### config.mk
export PLATFORM = sky130hd
export DESIGN_NAME = pcl_loader
export DESIGN_NICKNAME = d
export VERILOG_FILES = /design/src/pcl_pkg.sv /design/src/pcl_loader.sv
export SDC_FILE = /design/constraint.sdc
export NUM_CORES = 1
export LEC_CHECK = 0
export ABC_AREA = 1
export BUFFER_PORTS_ARGS = -buffer_cell sky130_fd_sc_hd__buf_2
export CAP_MARGIN = 40
export CORE_MARGIN = 2
export CORE_UTILIZATION = 45
export CTS_CLUSTER_SIZE = 30
export DETAILED_ROUTE_END_ITERATION = 16
export GPL_TIMING_DRIVEN = 0
export PLACE_DENSITY = 0.67
export SYNTH_ARGS = -nofsm -noshare
export SYNTH_HDL_FRONTEND = slang
export SYNTH_SLANG_ARGS = --single-unit
### constraint.sdc
create_clock -name mclk -period 4.95 [get_ports mclk]
set_input_delay 0.2475 -clock mclk [delete_from_list [all_inputs] [get_ports mclk]]
set_output_delay 0.2475 -clock mclk [all_outputs]
set_load 0.02 [all_outputs]
### src/pcl_pkg.sv
// Purpose: Shared constants and types for the program counter loader.
// Assumes: 13-bit program counter, 8-bit data path, 32-bit APB.
// Notes:   Register offsets are byte addresses on APB.
`default_nettype none
package pcl_pkg;
  localparam int PC_W = 13;
  localparam int DW = 8;
  localparam int LATCH_W = 5;
  localparam int JUMP_W = 11;
  localparam int STACK_D = 8;
  localparam int SP_W = 3;
  localparam logic [PC_W-1:0] PC_RESET = 13'h0000;
  localparam logic [PC_W-1:0] IRQ_VECTOR = 13'h0004;
  localparam logic [PC_W-1:0] PC_ONE = 13'h0001;
  localparam int LATCH_PAGE_LO = 3;
  localparam logic [11:0] OFF_LOW_BYTE = 12'h000;
  localparam logic [11:0] OFF_LATCH = 12'h004;
  localparam logic [11:0] OFF_PC = 12'h008;
  localparam logic [11:0] OFF_CTRL = 12'h00C;
  localparam logic [11:0] OFF_WREG = 12'h010;
  localparam int CTRL_VARIANT = 0;
  localparam int CTRL_SMALL_MEM = 1;

  typedef enum logic [2:0] {
    PCL_OP_NEXT,
    PCL_OP_JUMP,
    PCL_OP_CALL,
    PCL_OP_RETURN,
    PCL_OP_RETLIT,
    PCL_OP_WR_LOW,
    PCL_OP_ADD_LOW,
    PCL_OP_TABLE_RD
  } pcl_op_t;

  typedef struct packed {
    logic             valid;
    pcl_op_t          op;
    logic [JUMP_W-1:0] addr;
    logic [DW-1:0]    data;
  } pcl_instr_t;

  typedef struct packed {
    logic [11:0] paddr;
    logic        psel;
    logic        penable;
    logic        pwrite;
    logic [31:0] pwdata;
  } pcl_apb_req_t;
endpackage
`default_nettype wire

### src/pcl_loader.sv
// Purpose: Program counter load logic with APB view of low byte and latch.
// Assumes: One instruction presented per cycle on instr; mclk at 100 MHz.
// Notes:   APB answers with pready high in the access cycle, no wait states.
`timescale 1ns/10ps
`default_nettype none
module pcl_loader (
  input  wire logic                mclk,      // Core clock.
  input  wire logic                reset_n,   // Asynchronous reset, active low.
  input  wire pcl_pkg::pcl_instr_t instr,     // Decoded instruction this cycle.
  input  wire logic                irq_req,   // Interrupt request level.
  input  wire pcl_pkg::pcl_apb_req_t apb,     // APB request signals.
  output logic [31:0]              prdata,    // APB read data.
  output logic                     pready,    // APB ready.
  output logic                     pslverr,   // APB error on unmapped address.
  output logic [pcl_pkg::PC_W-1:0] fetch_addr,// Program memory fetch address.
  output logic [pcl_pkg::DW-1:0]   wreg,      // Working register.
  output logic                     irq_taken  // Interrupt accepted this cycle.
);
  import pcl_pkg::*;

  logic [PC_W-1:0]    pc_reg;
  logic [PC_W-1:0]    pc_next;
  logic [LATCH_W-1:0] pc_high_latch_reg;
  logic [DW-1:0]      wreg_reg;
  logic [1:0]         ctrl_reg;
  logic [PC_W-1:0]    stack_reg [STACK_D];
  logic [SP_W-1:0]    sp_reg;
  logic               push;
  logic               pop;
  logic [PC_W-1:0]    push_val;
  logic [PC_W-1:0]    target;
  logic               apb_wr;
  logic               apb_rd;
  logic               latch_wr_bus;
  logic               in_table_rd;
  logic [DW-1:0]      low_sum;

  function automatic logic hit(input logic [11:0] a, input logic [11:0] off);
    hit = (a == off);
  endfunction

  assign apb_wr = apb.psel && apb.penable && apb.pwrite;
  assign apb_rd = apb.psel && apb.penable && !apb.pwrite;
  assign latch_wr_bus = apb_wr && hit(apb.paddr, OFF_LATCH);
  assign pready = 1'b1;
  assign pslverr = apb.psel && apb.penable && !(hit(apb.paddr, OFF_LOW_BYTE) ||
                   hit(apb.paddr, OFF_LATCH) || hit(apb.paddr, OFF_PC) ||
                   hit(apb.paddr, OFF_CTRL) || hit(apb.paddr, OFF_WREG));
  assign fetch_addr = pc_reg;
  assign wreg = wreg_reg;
  assign in_table_rd = instr.valid && (instr.op == PCL_OP_TABLE_RD);
  assign low_sum = pc_reg[DW-1:0] + instr.data;

  // Call/jump target from the instruction field and latch page bits.
  always_comb begin
    target = {pc_high_latch_reg[LATCH_W-1:LATCH_PAGE_LO], instr.addr};
    if (ctrl_reg[CTRL_SMALL_MEM]) begin
      target[PC_W-1:JUMP_W] = '0;
    end
  end

  // Next counter; a counter write completes before an interrupt is taken.
  // The counter holds while no instruction is issued and no interrupt is taken.
  always_comb begin
    pc_next = pc_reg;
    push = 1'b0;
    pop = 1'b0;
    push_val = pc_reg + PC_ONE;
    if (instr.valid) begin
      unique case (instr.op)
        PCL_OP_JUMP:    pc_next = target;
        PCL_OP_CALL: begin
          pc_next = target;
          push = 1'b1;
        end
        PCL_OP_RETURN, PCL_OP_RETLIT: begin
          pc_next = stack_reg[sp_reg - 3'd1];
          pop = 1'b1;
        end
        PCL_OP_WR_LOW:  pc_next = {pc_high_latch_reg, instr.data};
        PCL_OP_ADD_LOW: pc_next = {pc_high_latch_reg, low_sum};
        PCL_OP_NEXT, PCL_OP_TABLE_RD: pc_next = pc_reg + PC_ONE;
      endcase
    end
    irq_taken = irq_req && !in_table_rd && !push && !pop;
    if (irq_taken) begin
      push_val = pc_next + PC_ONE;
      pc_next = IRQ_VECTOR;
      push = 1'b1;
    end else if (push) begin
      push_val = pc_reg + PC_ONE;
    end
  end

  // Program counter, also writable as a whole low byte over the bus.
  always_ff @(posedge mclk or negedge reset_n) begin
    if (!reset_n) begin
      pc_reg <= PC_RESET;
    end else if (apb_wr && hit(apb.paddr, OFF_LOW_BYTE)) begin
      pc_reg <= {pc_high_latch_reg, apb.pwdata[DW-1:0]};
    end else begin
      pc_reg <= pc_next;
    end
  end

  // Return stack.
  always_ff @(posedge mclk or negedge reset_n) begin
    if (!reset_n) begin
      sp_reg <= '0;
      for (int i = 0; i < STACK_D; i++) begin
        stack_reg[i] <= PC_RESET;
      end
    end else if (push) begin
      stack_reg[sp_reg] <= push_val;
      sp_reg <= sp_reg + 3'd1;
    end else if (pop) begin
      sp_reg <= sp_reg - 3'd1;
    end
  end

  // Latch: five bits; variant core copies upper counter bits on call/jump.
  always_ff @(posedge mclk or negedge reset_n) begin
    if (!reset_n) begin
      pc_high_latch_reg <= '0;
    end else if (latch_wr_bus) begin
      pc_high_latch_reg <= apb.pwdata[LATCH_W-1:0];
    end else if (ctrl_reg[CTRL_VARIANT] && instr.valid &&
                 (instr.op == PCL_OP_CALL || instr.op == PCL_OP_JUMP)) begin
      pc_high_latch_reg <= pc_reg[PC_W-1:DW];
    end
  end

  // Working register gets the literal on a literal return.
  always_ff @(posedge mclk or negedge reset_n) begin
    if (!reset_n) begin
      wreg_reg <= '0;
    end else if (apb_wr && hit(apb.paddr, OFF_WREG)) begin
      wreg_reg <= apb.pwdata[DW-1:0];
    end else if (instr.valid && instr.op == PCL_OP_RETLIT) begin
      wreg_reg <= instr.data;
    end
  end

  always_ff @(posedge mclk or negedge reset_n) begin
    if (!reset_n) begin
      ctrl_reg <= '0;
    end else if (apb_wr && hit(apb.paddr, OFF_CTRL)) begin
      ctrl_reg <= apb.pwdata[1:0];
    end
  end

  // Read data registered at the setup phase so it is valid in the access phase.
  always_ff @(posedge mclk or negedge reset_n) begin
    if (!reset_n) begin
      prdata <= '0;
    end else if (apb.psel && !apb.penable && !apb.pwrite) begin
      prdata <= '0;
      if (hit(apb.paddr, OFF_LOW_BYTE)) prdata[DW-1:0] <= pc_reg[DW-1:0];
      if (hit(apb.paddr, OFF_LATCH)) prdata[LATCH_W-1:0] <= pc_high_latch_reg;
      if (hit(apb.paddr, OFF_PC)) prdata[PC_W-1:0] <= pc_reg;
      if (hit(apb.paddr, OFF_CTRL)) prdata[1:0] <= ctrl_reg;
      if (hit(apb.paddr, OFF_WREG)) prdata[DW-1:0] <= wreg_reg;
    end
  end

  a_jump_target: assert property (@(posedge mclk) disable iff (!reset_n)
    (instr.valid && instr.op == PCL_OP_JUMP && !irq_req && !apb_wr)
    |=> pc_reg[JUMP_W-1:0] == $past(instr.addr))
    else $error("jump low bits wrong");
  a_jump_page: assert property (@(posedge mclk) disable iff (!reset_n)
    (instr.valid && instr.op == PCL_OP_JUMP && !irq_req && !apb_wr && !ctrl_reg[CTRL_SMALL_MEM])
    |=> pc_reg[PC_W-1:JUMP_W] == $past(pc_high_latch_reg[LATCH_W-1:LATCH_PAGE_LO]))
    else $error("jump page bits wrong");
  a_low_write: assert property (@(posedge mclk) disable iff (!reset_n)
    (instr.valid && instr.op == PCL_OP_WR_LOW && !irq_req && !apb_wr)
    |=> pc_reg == {$past(pc_high_latch_reg), $past(instr.data)})
    else $error("low byte write wrong");
  a_add_nocarry: assert property (@(posedge mclk) disable iff (!reset_n)
    (instr.valid && instr.op == PCL_OP_ADD_LOW && !irq_req && !apb_wr)
    |=> pc_reg[PC_W-1:DW] == $past(pc_high_latch_reg))
    else $error("carry leaked upward");
  a_irq_vector: assert property (@(posedge mclk) disable iff (!reset_n)
    (irq_taken && !apb_wr) |=> pc_reg == IRQ_VECTOR && sp_reg == $past(sp_reg) + 3'd1)
    else $error("interrupt vector wrong");
  a_irq_return: assert property (@(posedge mclk) disable iff (!reset_n)
    (irq_taken && instr.valid && instr.op == PCL_OP_WR_LOW && !apb_wr)
    |=> stack_reg[$past(sp_reg)] == {$past(pc_high_latch_reg), $past(instr.data)} + PC_ONE)
    else $error("return address wrong");
  a_small_mem: assert property (@(posedge mclk) disable iff (!reset_n)
    (instr.valid && (instr.op == PCL_OP_CALL || instr.op == PCL_OP_JUMP) &&
     ctrl_reg[CTRL_SMALL_MEM] && !irq_req && !apb_wr)
    |=> pc_reg[PC_W-1:JUMP_W] == '0)
    else $error("page bits used on small memory");
  a_variant_copy: assert property (@(posedge mclk) disable iff (!reset_n)
    (ctrl_reg[CTRL_VARIANT] && instr.valid && instr.op == PCL_OP_JUMP && !latch_wr_bus)
    |=> pc_high_latch_reg == $past(pc_reg[PC_W-1:DW]))
    else $error("latch not copied");
  a_table_safe: assert property (@(posedge mclk) disable iff (!reset_n)
    in_table_rd |-> !irq_taken)
    else $error("interrupt during table read");
  a_retlit_wreg: assert property (@(posedge mclk) disable iff (!reset_n)
    (instr.valid && instr.op == PCL_OP_RETLIT && !apb_wr) |=> wreg_reg == $past(instr.data))
    else $error("literal not loaded");

  c_irq_taken: cover property (@(posedge mclk) disable iff (!reset_n) irq_taken);
  c_call_ret: cover property (@(posedge mclk) disable iff (!reset_n)
    (instr.valid && instr.op == PCL_OP_CALL) ##[1:20] (instr.valid && instr.op == PCL_OP_RETLIT));
  c_irq_on_add: cover property (@(posedge mclk) disable iff (!reset_n)
    irq_taken && instr.valid && instr.op == PCL_OP_ADD_LOW);
endmodule
`default_nettype wire

==> results.ini <==
[pwr]
vdd_drop_max_mv = 0.278
switching_power_uw = 2660
seqPwrFrac = 0.322
power.density_nw_per_um2 = 553
clkPwrFrac = 0.214
netSwitchingFraction = 0.452
combPwrFrac = 0.464
p_int_uw = 3220
p_leak_uw = 0.00550

[setup_path]
worstSetupPathType = reg2reg
slowest_delay_ns = 0.73
required_ns = 5.22
worstSetupEndpoint = stack_reg[82]
crit_path_end_kind = flip-flop
cp_slowest_cell = a31oi_1
rr_endpoint = stack_reg[82]
r2r-start = sp_reg[0]
cp_common_cell = buf_2
timing.critical_path.buf_inv = 7
crit_start = sp_reg[0]
cp_top_family = compound AO/OA/AOI/OAI gates
worst_ep_arrival_time_ns = 4.82
r2r_slack_ns = 0.40
cp_cell_sequence = buf_4 > inv_2 > buf_2 > buf_4 > ha_1 > buf_2 > buf_2 > a21oi_1 > o21ai_0 > nand3_1 > nand3_1 > nand4_1 > nand2_1 > nand2_1 > ha_1 > inv_1 > a21oi_2 > nand3_2 > a31oi_1 > o21ai_0
r2r_cells = 20
worstSetupPathDepth = 20
worst-path-max-fanout = 10
cp-start-kind = flip-flop

[floorplan]
die_h_um = 147
die_w_um = 147
num_rows = 52
core_region_area_um2 = 20200
initial_core_util = 0.456
num_io_pins = 129
die_area_um2 = 21600

[global_routing]
grt_overflow = 0
grt_max_degree = 82
grt_pass1_vias = 8626
global_route.usage.met3 = 0.0432
antenna_found_initial = 0
grtUsageMet1 = 0.364
grt_pass1_wl_um = 45800
grt.total_usage = 0.271
grt_busiest_layer = met2
met2_usage = 0.445

[routing]
num_vias = 9104
drt-total-wl_um = 28700
wl_per_cell_um = 16.8
dr.pass1.iters = 5
drtAntennaViolNets = 0
first_iter_violations = 752
drc = 0
drt-vias-per-instance = 5.34

[yosys]
synth_ff_type = dfrtp_1
netlist_instances = 1300
syn_area_um2 = 9200
synth_top_family_by_area = simple AND/OR/NAND/NOR gates
synthTopCellsByArea = dfrtp_1 (40%), nand2_1 (17%), nand3_1 (7.6%)
ys_seq_area_frac = 0.402
ys_warn_count = 0
synth_compound_area_frac = 0.129
muxShareOfSynthArea = 0
synth.distinct_cells = 46
synth_edf_count = 0
avgSynthCellArea_um2 = 7.08
synth-simple-area-share = 0.332
synth_area_leader_cell = dfrtp_1
synth.top_cell.area_share = 0.402
async_flop_share = 1.00
synth_fa_ha_area_frac = 0.0171
synth-xor-area-share = 0.00938
synth-seq-cells = 148

[hold_path]
hold_start = apb[0]
holdCritPathClass = in2reg

[clock_tree]
cts_setup_buffers = 0
clock_latency_ns = 0.44
cts_resized = 0
cts_buffers = 17
cts_tree = done
h-tree-depth = 4
cts_hold_buf = 1
clockBufferDepth = 2
cts.sinks = 148
path_clk_slew_ns = 0.07
cts_root_buf = clkbuf_16

[cells_and_area]
fin_nets = 1507
area_delta_synth_final_pct = 15.5
largest_register_ffs = 104
drive_above_1_share = 0.158
fillers = 2013
post-route-util = 0.527
fin_cells = 1706
final_cell_area_um2 = 10600

[placed_design]
place.gp.congestion = 0.931
port_buffers = 83
place_area_um2 = 10100
place_hpwl_um = 20900
dp_cells = 1672

[sta]
max_freq_mhz = 220
rsz0062_at_grt = no
post-route-min-period_ns = 4.55
fin_crit_sh = 0.919
hold_viol = 0
max_slew_margin = 0.384
fin_skew_ns = 0.0128
maxSlewViolCount = 0
worst_slew_pin_slew_ns = 0.919
setup_tns_ns = 0
worst_hold_slack_ns = 0.0789
setup_viol = 0

[job]
cap_violations = 0

[run_status]
outcome = completed

## cell type report
| type | instances | area [µm²] | area share |
|---|---|---|---|
| inverter | 158 | 598 | 0.0562 |
| buffer | 69 | 414 | 0.0389 |
| antenna | 1 | 2.50 | 0.000235 |
| sequential | 148 | 3700 | 0.348 |
| timing repair buffer | 85 | 459 | 0.0432 |
| tap | 270 | 338 | 0.0318 |
| multi-input combinational | 943 | 4560 | 0.428 |
| clock inverter | 11 | 103 | 0.00965 |
| clock buffer | 21 | 460 | 0.0433 |
## worst min-delay path: stages
cell	delay [ns]
buf_2	0.09
o21ai_0	0.08
nand2_1	0.06
## stage by stage
stage / total power (µW) / worst slack (ns)
3_3_place_gp: 4520 / 0.547
2_1_floorplan: 3720 / 1.67
3_5_place_dp: 4580 / 0.486
4_1_cts: 5860 / 0.477
5_1_grt: 6320 / 0.131
6_report: 5890 / 0.402
## worst min-delay path by stage
stage | end | slack [ns] | cells past startpoint
final | wreg[0] | 0.08 | 3
after global routing | fetch_addr[5] | 0.09 | 2
after CTS | wreg[0] | 0.07 | 3
after detailed placement | stack_reg[56] | 0.30 | 1
after global placement | stack_reg[27] | 0.45 | 2
after floorplan | ctrl_reg[0] | -0.05 | 0
## placed cells by master (no fill, tap or decap), types with 8 or more instances in the layout
cell type and instances:
nor2_1 84, dfrtp_1 148, nand3_1 140, o211ai_1 25
nand4_1 13, o21ai_1 24, nand2_2 9, a21oi_1 14
clkbuf_16 17, inv_2 13, o22ai_1 9, buf_4 28
o21ai_0 111, ha_1 11, conb_1 20, inv_1 141
clkbuf_1 18, nor3_1 8, buf_2 103, nand2_1 413
## power groups by stage
stage               combinational (µW)  clock, µW  sequential [µW]
floorplan                         1850          0             1870
global placement                  2630          0             1890
detailed placement                2680          0             1900
CTS                               2700       1280             1890
global route                      3040       1330             1940
finish                            2730       1260             1890
## cells by family (layout without fill, tap and decap cells)
kind of cell / Yosys count / in the layout
simple gates: 697 / 697
other cells: 2 / 21
fa+ha+maj: 12 / 12
buf+inv: 227 / 344
xor+xnor: 9 / 9
compound gates: 205 / 205
flops: 148 / 148
## Yosys cell counts (4+ instances only)
cell type and n:
nand3_1 140, o21ai_2 4, inv_2 13, o22ai_1 9
o21ai_1 24, a21oi_1 14, buf_2 21, inv_1 141
o21ai_0 111, ha_1 11, a21oi_2 4, nand2_1 413
o211ai_1 25, o221ai_1 5, buf_4 28, nand2_2 9
nor2_1 84, nor2_2 6, nand4_1 13, nand3_2 5
xor2_1 5, nor3_1 8, clkbuf_1 16, nor2_4 4
nor3_2 6, dfrtp_1 148
## routing by layer
layer | wire [µm] | vias to the layer above
li1 | - | 4409
met1 | 12400 | 4277
met2 | 13700 | 361
met3 | 1920 | 57
met4 | 721 | 0
met5 | 0 | -
Power figures use the tool's default switching activity.
